### config.mk
export PLATFORM = sky130hd
export DESIGN_NAME = dsg_gate_ctrl
export DESIGN_NICKNAME = d
export VERILOG_FILES = /design/src/hdl/dsg_pkg.sv /design/src/hdl/dsg_gate_cell.sv /design/src/hdl/dsg_irq_bank.sv /design/src/hdl/dsg_gate_ctrl.sv
export VERILOG_INCLUDE_DIRS = /design/src /design/src/hdl
export SDC_FILE = /design/constraint.sdc
export NUM_CORES = 1
export LEC_CHECK = 0
export ABC_AREA = 1
export BUFFER_PORTS_ARGS = -buffer_cell sky130_fd_sc_hd__buf_2
export CAP_MARGIN = 10
export CORE_MARGIN = 10
export CORE_UTILIZATION = 55
export DETAILED_ROUTE_END_ITERATION = 7
export PLACE_DENSITY_LB_ADDON = 0.1
export SYNTH_ARGS = -nofsm -noshare
export SYNTH_HDL_FRONTEND = slang
export SYNTH_SLANG_ARGS = --single-unit
### constraint.sdc
create_clock -name sys_clk_i -period 3.3 [get_ports sys_clk_i]
set_input_delay 0.165 -clock sys_clk_i [delete_from_list [all_inputs] [get_ports sys_clk_i]]
set_output_delay 0.165 -clock sys_clk_i [all_outputs]
set_load 0.01 [all_outputs]
### src/hdl/dsg_defs.svh
// Purpose: offsets, field positions, reset values and codes for the deep-sleep gate block
// Assumes: 32-bit register port, byte addresses
// Notes:   definitions only
`ifndef DSG_DEFS_SVH
`define DSG_DEFS_SVH

`define DSG_ADDR_W          12
`define DSG_OFF_RUN_CLK_CFG 12'h060
`define DSG_OFF_RUN_GATE    12'h104
`define DSG_OFF_SLEEP_GATE  12'h114
`define DSG_OFF_DEEP_GATE   12'h124
`define DSG_OFF_IRQ_STATUS  12'h130
`define DSG_OFF_IRQ_ENABLE  12'h134
`define DSG_OFF_IRQ_CLEAR   12'h138

`define DSG_GATE_RESET      32'h0000_0000
`define DSG_GATE_MASK       32'h0107_1013
`define DSG_CFG_RESET       32'h0000_0000
`define DSG_AUTO_GATE_BIT   27
`define DSG_ZERO_WORD       32'h0000_0000

`define DSG_COMP_ZERO_BIT   24
`define DSG_TIMER_TWO_BIT   18
`define DSG_TIMER_ONE_BIT   17
`define DSG_TIMER_ZERO_BIT  16
`define DSG_I2C_ZERO_BIT    12
`define DSG_SYNC_SERIAL_BIT 4
`define DSG_UART_ONE_BIT    1
`define DSG_UART_ZERO_BIT   0

`define DSG_MODE_RUN        2'h0
`define DSG_MODE_SLEEP      2'h1
`define DSG_MODE_DEEP       2'h2

`define DSG_EVT_FAULT       0
`define DSG_EVT_DEEP_ENTRY  1
`define DSG_EVT_GATE_CHANGE 2
`define DSG_EVT_N           3

`endif

### src/hdl/dsg_pkg.sv
// Purpose: types shared by the deep-sleep gate block
// Assumes: nothing beyond the defs header
// Notes:   power state is one-hot
package dsg_pkg;

    typedef enum logic [2:0] {
        DSG_ST_RUN   = 3'h1,
        DSG_ST_SLEEP = 3'h2,
        DSG_ST_DEEP  = 3'h4
    } dsg_state_type;

    typedef logic [31:0] dsg_word_type;

endpackage

### src/hdl/dsg_gate_cell.sv
// Purpose: clock enable and bus-fault flag for one peripheral
// Assumes: sys_clk_i at 10 MHz, async active-high reset
// Notes:   fault pulses one cycle after a request to a gated-off unit
`timescale 1ns/1ps
`include "dsg_defs.svh"

module dsg_gate_cell
    import dsg_pkg::*;
#(
    parameter int BIT_POS = 0
) (
    // clock and reset
    input  wire logic         sys_clk_i,
    input  wire logic         reset_i,
    // selected gate word and access request
    input  wire dsg_word_type eff_word_i,
    input  wire logic         req_i,
    // results
    output logic              gate_en_o,
    output logic              fault_o
);

    always_ff @(posedge sys_clk_i or posedge reset_i) begin
        if (reset_i) begin
            gate_en_o <= 1'b0;
        end else begin
            gate_en_o <= eff_word_i[BIT_POS];
        end
    end

    // access checked against the enable the unit actually has now
    always_ff @(posedge sys_clk_i or posedge reset_i) begin
        if (reset_i) begin
            fault_o <= 1'b0;
        end else begin
            fault_o <= req_i & ~gate_en_o;
        end
    end

endmodule // dsg_gate_cell

### src/hdl/dsg_irq_bank.sv
// Purpose: sticky event status, enable mask and level interrupt
// Assumes: clear register is write-one-to-clear
// Notes:   an event in the clearing cycle wins over the clear
`timescale 1ns/1ps
`include "dsg_defs.svh"

module dsg_irq_bank
    import dsg_pkg::*;
#(
    parameter int N = 3
) (
    // clock and reset
    input  wire logic         sys_clk_i,
    input  wire logic         reset_i,
    // events and software access
    input  wire logic [N-1:0] event_i,
    input  wire logic         wr_enable_i,
    input  wire logic         wr_clear_i,
    input  wire logic [N-1:0] wr_data_i,
    // state
    output logic [N-1:0]      status_o,
    output logic [N-1:0]      enable_o,
    output logic              irq_o
);

    logic [N-1:0] next_status;

    always_comb begin
        next_status = status_o;
        if (wr_clear_i) begin
            next_status = next_status & ~wr_data_i;
        end
        next_status = next_status | event_i;
    end

    always_ff @(posedge sys_clk_i or posedge reset_i) begin
        if (reset_i) begin
            status_o <= '0;
        end else begin
            status_o <= next_status;
        end
    end

    always_ff @(posedge sys_clk_i or posedge reset_i) begin
        if (reset_i) begin
            enable_o <= '0;
        end else if (wr_enable_i) begin
            enable_o <= wr_data_i;
        end
    end

    // output follows the new status so it stays a single flop
    always_ff @(posedge sys_clk_i or posedge reset_i) begin
        if (reset_i) begin
            irq_o <= 1'b0;
        end else begin
            irq_o <= |(next_status & (wr_enable_i ? wr_data_i : enable_o));
        end
    end

endmodule // dsg_irq_bank

### src/hdl/dsg_gate_ctrl.sv
// Purpose: peripheral clock gating for run, sleep and deep-sleep
// Assumes: power mode and access requests are synchronous to sys_clk_i
// Notes:   gate enables lag a register write or mode change by two cycles
`timescale 1ns/1ps
`include "dsg_defs.svh"

// Behaviour
// - bit 24 of the deep-sleep gate register enables comparator 0 in deep-sleep.
// - bit 18 gates general-purpose timer 2 in deep-sleep.
// - bit 17 gates general-purpose timer 1 in deep-sleep.
// - bit 16 gates general-purpose timer 0 in deep-sleep.
// - bit 12 gates the I2C unit 0 in deep-sleep.
// - bit 4 gates synchronous serial unit 0 in deep-sleep.
// - bit 1 gates UART 1 in deep-sleep.
// - bit 0 gates UART 0 in deep-sleep.
// - a set bit clocks its unit, a clear bit leaves it unclocked and disabled.
// - an access to an unclocked unit answers with a bus fault.
// - every gate bit resets to zero so all units start unclocked.
// - reserved bits are read-only and read zero; software preserves them.
// - the deep-sleep register acts only in deep-sleep; run and sleep have their own.
// - sleep and deep-sleep registers act only while auto gating select is set.
module dsg_gate_ctrl
    import dsg_pkg::*;
#(
    parameter int NUM_UNITS = 8
) (
    // clock and reset
    input  wire logic                   sys_clk_i,
    input  wire logic                   reset_i,
    // register port
    input  wire logic [`DSG_ADDR_W-1:0] addr_i,
    input  wire logic [31:0]            wr_data_i,
    input  wire logic                   wr_i,
    input  wire logic                   rd_i,
    output logic      [31:0]            rd_data_o,
    // power mode from the system controller
    input  wire logic [1:0]             power_mode_i,
    // peripheral side
    input  wire logic [NUM_UNITS-1:0]   unit_req_i,
    output logic      [NUM_UNITS-1:0]   gate_en_o,
    output logic      [NUM_UNITS-1:0]   bus_fault_o,
    // interrupt
    output logic                        irq_o
);

    // unit index to register bit
    localparam int GATE_POS [NUM_UNITS] = '{
        `DSG_UART_ZERO_BIT,
        `DSG_UART_ONE_BIT,
        `DSG_SYNC_SERIAL_BIT,
        `DSG_I2C_ZERO_BIT,
        `DSG_TIMER_ZERO_BIT,
        `DSG_TIMER_ONE_BIT,
        `DSG_TIMER_TWO_BIT,
        `DSG_COMP_ZERO_BIT
    };

    dsg_word_type  run_gate_ctrl_one;
    dsg_word_type  sleep_gate_ctrl_one;
    dsg_word_type  deep_sleep_gate_ctrl_one;
    dsg_word_type  run_clock_config;
    dsg_word_type  eff_word;
    dsg_word_type  next_rd_data;
    dsg_state_type state;
    dsg_state_type next_state;
    logic          auto_gating_select;
    logic [`DSG_EVT_N-1:0] irq_event;
    logic [`DSG_EVT_N-1:0] irq_status;
    logic [`DSG_EVT_N-1:0] irq_enable;
    logic          wr_irq_enable;
    logic          wr_irq_clear;
    logic          gate_change;

    assign auto_gating_select = run_clock_config[`DSG_AUTO_GATE_BIT];

    // write decode
    always_ff @(posedge sys_clk_i or posedge reset_i) begin
        if (reset_i) begin
            run_gate_ctrl_one <= `DSG_GATE_RESET;
        end else if (wr_i && addr_i == `DSG_OFF_RUN_GATE) begin
            run_gate_ctrl_one <= wr_data_i & `DSG_GATE_MASK;
        end
    end

    always_ff @(posedge sys_clk_i or posedge reset_i) begin
        if (reset_i) begin
            sleep_gate_ctrl_one <= `DSG_GATE_RESET;
        end else if (wr_i && addr_i == `DSG_OFF_SLEEP_GATE) begin
            sleep_gate_ctrl_one <= wr_data_i & `DSG_GATE_MASK;
        end
    end

    always_ff @(posedge sys_clk_i or posedge reset_i) begin
        if (reset_i) begin
            deep_sleep_gate_ctrl_one <= `DSG_GATE_RESET;
        end else if (wr_i && addr_i == `DSG_OFF_DEEP_GATE) begin
            deep_sleep_gate_ctrl_one <= wr_data_i & `DSG_GATE_MASK;
        end
    end

    // only the auto gating select bit is held here
    always_ff @(posedge sys_clk_i or posedge reset_i) begin
        if (reset_i) begin
            run_clock_config <= `DSG_CFG_RESET;
        end else if (wr_i && addr_i == `DSG_OFF_RUN_CLK_CFG) begin
            run_clock_config <= `DSG_ZERO_WORD;
            run_clock_config[`DSG_AUTO_GATE_BIT] <= wr_data_i[`DSG_AUTO_GATE_BIT];
        end
    end

    assign wr_irq_enable = wr_i && addr_i == `DSG_OFF_IRQ_ENABLE;
    assign wr_irq_clear  = wr_i && addr_i == `DSG_OFF_IRQ_CLEAR;

    // power state tracker
    always_comb begin
        case (power_mode_i)
            `DSG_MODE_SLEEP: next_state = DSG_ST_SLEEP;
            `DSG_MODE_DEEP:  next_state = DSG_ST_DEEP;
            default:         next_state = DSG_ST_RUN;
        endcase
    end

    always_ff @(posedge sys_clk_i or posedge reset_i) begin
        if (reset_i) begin
            state <= DSG_ST_RUN;
        end else begin
            state <= next_state;
        end
    end

    // bank select for the current state
    always_comb begin
        eff_word = run_gate_ctrl_one;
        case (state)
            DSG_ST_SLEEP: begin
                if (auto_gating_select) begin
                    eff_word = sleep_gate_ctrl_one;
                end
            end
            DSG_ST_DEEP: begin
                if (auto_gating_select) begin
                    eff_word = deep_sleep_gate_ctrl_one;
                end
            end
            default: eff_word = run_gate_ctrl_one;
        endcase
    end

    // one cell per unit: enable flop and fault flag
    for (genvar g = 0; g < NUM_UNITS; g++) begin : g_unit
        dsg_gate_cell #(
            .BIT_POS (GATE_POS[g])
        ) u_cell (
            .sys_clk_i  (sys_clk_i),
            .reset_i    (reset_i),
            .eff_word_i (eff_word),
            .req_i      (unit_req_i[g]),
            .gate_en_o  (gate_en_o[g]),
            .fault_o    (bus_fault_o[g])
        );
    end

    // events for the interrupt bank
    always_comb begin
        gate_change = 1'b0;
        for (int i = 0; i < NUM_UNITS; i++) begin
            if (gate_en_o[i] != eff_word[GATE_POS[i]]) begin
                gate_change = 1'b1;
            end
        end
    end

    assign irq_event[`DSG_EVT_FAULT]       = |(unit_req_i & ~gate_en_o);
    assign irq_event[`DSG_EVT_DEEP_ENTRY]  = (next_state == DSG_ST_DEEP) && (state != DSG_ST_DEEP);
    assign irq_event[`DSG_EVT_GATE_CHANGE] = gate_change;

    dsg_irq_bank #(
        .N (`DSG_EVT_N)
    ) u_irq (
        .sys_clk_i   (sys_clk_i),
        .reset_i     (reset_i),
        .event_i     (irq_event),
        .wr_enable_i (wr_irq_enable),
        .wr_clear_i  (wr_irq_clear),
        .wr_data_i   (wr_data_i[`DSG_EVT_N-1:0]),
        .status_o    (irq_status),
        .enable_o    (irq_enable),
        .irq_o       (irq_o)
    );

    // read decode; unmapped and write-only offsets read zero
    always_comb begin
        next_rd_data = `DSG_ZERO_WORD;
        if (addr_i == `DSG_OFF_RUN_GATE) begin
            next_rd_data = run_gate_ctrl_one;
        end else if (addr_i == `DSG_OFF_SLEEP_GATE) begin
            next_rd_data = sleep_gate_ctrl_one;
        end else if (addr_i == `DSG_OFF_DEEP_GATE) begin
            next_rd_data = deep_sleep_gate_ctrl_one;
        end else if (addr_i == `DSG_OFF_RUN_CLK_CFG) begin
            next_rd_data = run_clock_config;
        end else if (addr_i == `DSG_OFF_IRQ_STATUS) begin
            next_rd_data[`DSG_EVT_N-1:0] = irq_status;
        end else if (addr_i == `DSG_OFF_IRQ_ENABLE) begin
            next_rd_data[`DSG_EVT_N-1:0] = irq_enable;
        end
    end

    // data stand only in the cycle after the strobe
    always_ff @(posedge sys_clk_i or posedge reset_i) begin
        if (reset_i) begin
            rd_data_o <= `DSG_ZERO_WORD;
        end else if (rd_i) begin
            rd_data_o <= next_rd_data;
        end else begin
            rd_data_o <= `DSG_ZERO_WORD;
        end
    end
endmodule // dsg_gate_ctrl

==> results.md <==
- Synth top area cells: dfrtp_1 45%, nand2_1 11%, buf_4 8.8%, inv_1 6.8%, o21ai_0 4.8%
- Clock Path Buffers: 2
- Number of global-route vias before repair: just under 3000
- Core area: just under 6000 um^2
- Row Count: 28
- Post-DP HPWL: roughly 6000 um
- Area leader, netlist: dfrtp_1
- # hold bufs at CTS: 0
- CP Data Arrival Time: 2.16 ns
- Layout area overhead: 11.2%
- Worst Setup Path Type: reg -> reg
- RD Place Congestion: 0.881
- Number of DRC markers in iteration 0: 132
- Fin. max-slew vios: 0
- WHS Endpoint: g_unit[2].u_cell.fault_o
- WL/cell: approximately 14 um
- Distinct cells, synth: 32
- Mapped cell area: 3320 um^2
- CTS tree: yes
- TritonCTS Sinks: slightly above 60
- WP buf/inv: 2
- Starting Density: 56.4%
- Residual DRC: 0
- Cell Pwr Density: ~450 nW/um^2
- Worst hold path type: in -> reg
- CP startpoint kind: flip-flop
- Setup TNS: 0 ns
- Drt first pass iters: 4
- Top cell type's share of synthesized area: a little under half
- CP max stage delay: 0.58 ns
- Largest net degree at the start of global routing: 52
- Crit path top cell by count: nand2_1
- Main synth FF type: dfrtp_1
- Post-synth EDFFs: 0
- Final #Nets: 531
- Synth async-reset ratio: 100%
- Worst hold start: unit_req_i[2]
- Leakage Power: about 2 nW
- Slowest-stage cell, CP: dfrtp_1
- R2R depth: 14
- Grt ovf: 0
- Die area: 9550 um^2
- Reg2reg end: u_irq.irq_o
- Post-cts repair resize count: 0
- H-tree levels: 3
- CTS buffer count: 9
- Clock latency on the worst-skew pair: 0.34 ns
- Routed Antenna Nets: 0
- Worst setup EP type: flip-flop
- Core Util, Final: 62.8%
- RSZ-0062 raised after global routing: false
- Final hold vios: 0
- Clock-pin slew on the worst setup and hold paths: 0.07 ns
- # fillers: 552
- Drt total wl: 7870 um
- Antenna violations before repair: 0
- Setup slack, reg-to-reg: around 1.4 ns
- Syn Area/Cell: 7.93 um^2
- Final Skew: 0.00618 ns
- Worst slew pin tran: 1.07 ns
- Critical-path maximum fanout: 15
- Fraction of layout cells with a size suffix above 1: 22.1%
- Slew headroom: 28.9%
- Max-cap violations: 0
- Die height: between 90 and 100 um
- Yosys warning count: 0
- Cells along the critical path: inv_2 > nor2_1 > nor2_1 > nand2_1 > nand3_1 > nand2_1 > nand2_1 > nand2_1 > inv_1 > nand2_1 > nor2_1 > nand3_1 > nand2_1 > nand2_1
- DR vias/cell: 4.95
- Post-Synthesis Cells: ~420
- Post-CTS setup buffers: 0
- Register area share after synthesis: ~46%
- IO Port Bufs: 62
- First-pass GRT wire length: 13300 um
- Setup violators final: 0
- Worst r2r src: run_clock_config[27]
- Fin crit share: 58.5%
- Status: completed
- Crit-path leading delay family: simple AND/OR/NAND/NOR gates
- Overall Global Routing Usage: 16.8%
- Vias: 2728
- Ant diodes: 0
- Peak VDD IR: 0.000310 V
- IO Pins: 107
- Die W: 97.7 um
- Max Freq: 518 MHz
- CP Data Required Time: 3.53 ns
- Root buf cell: clkbuf_8
- Number of synthesized register bits: 61
- Cell count of the worst hold path: 3
- Minimum clock period: 1.93 ns
cell usage in the layout, fill, tap and decap left out, drive strengths merged, types with 3 or more instances in the layout:
master	count
nand2	101
nand3	28
nand3b	4
inv	65
nor2	40
conb	22
clkbuf	9
a21oi	12
dfrtp	60
o211ai	3
nor4	4
o21ai	43
buf	63
or2	3
clkinv	3
stage by stage:
stage / power [W] / hold slack (ns) / instance area, um^2 / instances / setup WS, ns
floorplan: 0.000935 / 0.277 / 3400 / 440 / 1.62
detailed placement: 0.000961 / 0.390 / 3480 / 535 / 1.40
global route: 0.00174 / 0.0233 / 3690 / 551 / 1.15
global placement: 0.000957 / 0.386 / 3480 / 535 / 1.43
CTS: 0.00169 / 0.0127 / 3690 / 551 / 1.38
finish: 0.00167 / 0.0334 / 3690 / 551 / 1.37
area by class of cell:
class,instances,area [um^2],share of cell area [%]
Sequential cell,61,1530,41.3
Multi-Input combinational cell,271,1300,35.1
Timing Repair Buffer,63,318,8.60
Inverter,65,244,6.60
Clock buffer,9,124,3.35
Tap cell,75,93.8,2.54
Clock inverter,7,90.1,2.44
flip-flops by register name, indices dropped and copies added (netlist names), 3 cells and up:
| signal | count |
|---|---|
| deep_sleep_gate_ctrl_one | 8 |
| g_unit.u_cell.fault_o | 8 |
| g_unit.u_cell.gate_en_o | 8 |
| rd_data_o | 10 |
| run_gate_ctrl_one | 8 |
| sleep_gate_ctrl_one | 8 |
| state | 3 |
| u_irq.enable_o | 3 |
| u_irq.status_o | 3 |
where the power goes:
part           internal, W  switching [W]  leakage, nW
logic            0.0000553       0.000111         1.08
registers         0.000767      0.0000132        0.805
clock network     0.000421       0.000303        0.105
metal layers:
metal  track usage (%)  vias up  wire length [um]
li1                  -     1366                 -
met1              18.7     1245              3250
met2              28.0      101              3830
met3              5.19       16               590
met4              9.17        0               199
met5                 0        -                 0
how the worst max path moves through the flow:
stage | endpoint | depth (start not counted) | from
2_1_floorplan | deep_sleep_gate_ctrl_one[0] | 1 | reset_i
5_1_grt | u_irq.irq_o | 14 | run_clock_config[27]
4_1_cts | u_irq.irq_o | 13 | run_clock_config[27]
6_report | u_irq.irq_o | 14 | run_clock_config[27]
3_3_place_gp | u_irq.irq_o | 13 | run_clock_config[27]
3_5_place_dp | u_irq.irq_o | 13 | run_clock_config[27]
kinds of logic (layout without fill, tap and decap cells):
| kind of cell | Yosys count | count (layout) | share of synthesized area (%) |
|---|---|---|---|
| and+or+nand+nor | 183 | 183 | 25.4 |
| adders and majority gates | 2 | 2 | 0.753 |
| buffers and inverters | 108 | 144 | 17.3 |
| DFF | 61 | 61 | 46.0 |
| AOI/OAI and AO/OA | 64 | 64 | 10.4 |
| other | 1 | 22 | 0.113 |
Yosys cell counts (2+ instances only):
| library cell | instances |
|---|---|
| nand2_1 | 94 |
| dfrtp_1 | 60 |
| inv_1 | 60 |
| buf_4 | 39 |
| nor2_1 | 34 |
| o21ai_0 | 32 |
| nand3_1 | 23 |
| a21oi_1 | 12 |
| o21ai_1 | 11 |
| nand2_2 | 6 |
| inv_2 | 5 |
| nand3_2 | 5 |
| nand3b_1 | 4 |
| nor2_2 | 4 |
| nor4_1 | 4 |
| buf_6 | 3 |
| o211ai_1 | 3 |
| or2_1 | 3 |
| a41oi_1 | 2 |
| ha_1 | 2 |
| nor2_4 | 2 |
worst min-delay path: cells and delay by family:
family	cells	cell delay, ns
buffers and inverters	2	0.13
and+or+nand+nor	1	0.04
Note: power is estimated with default switching activity, not from simulation.
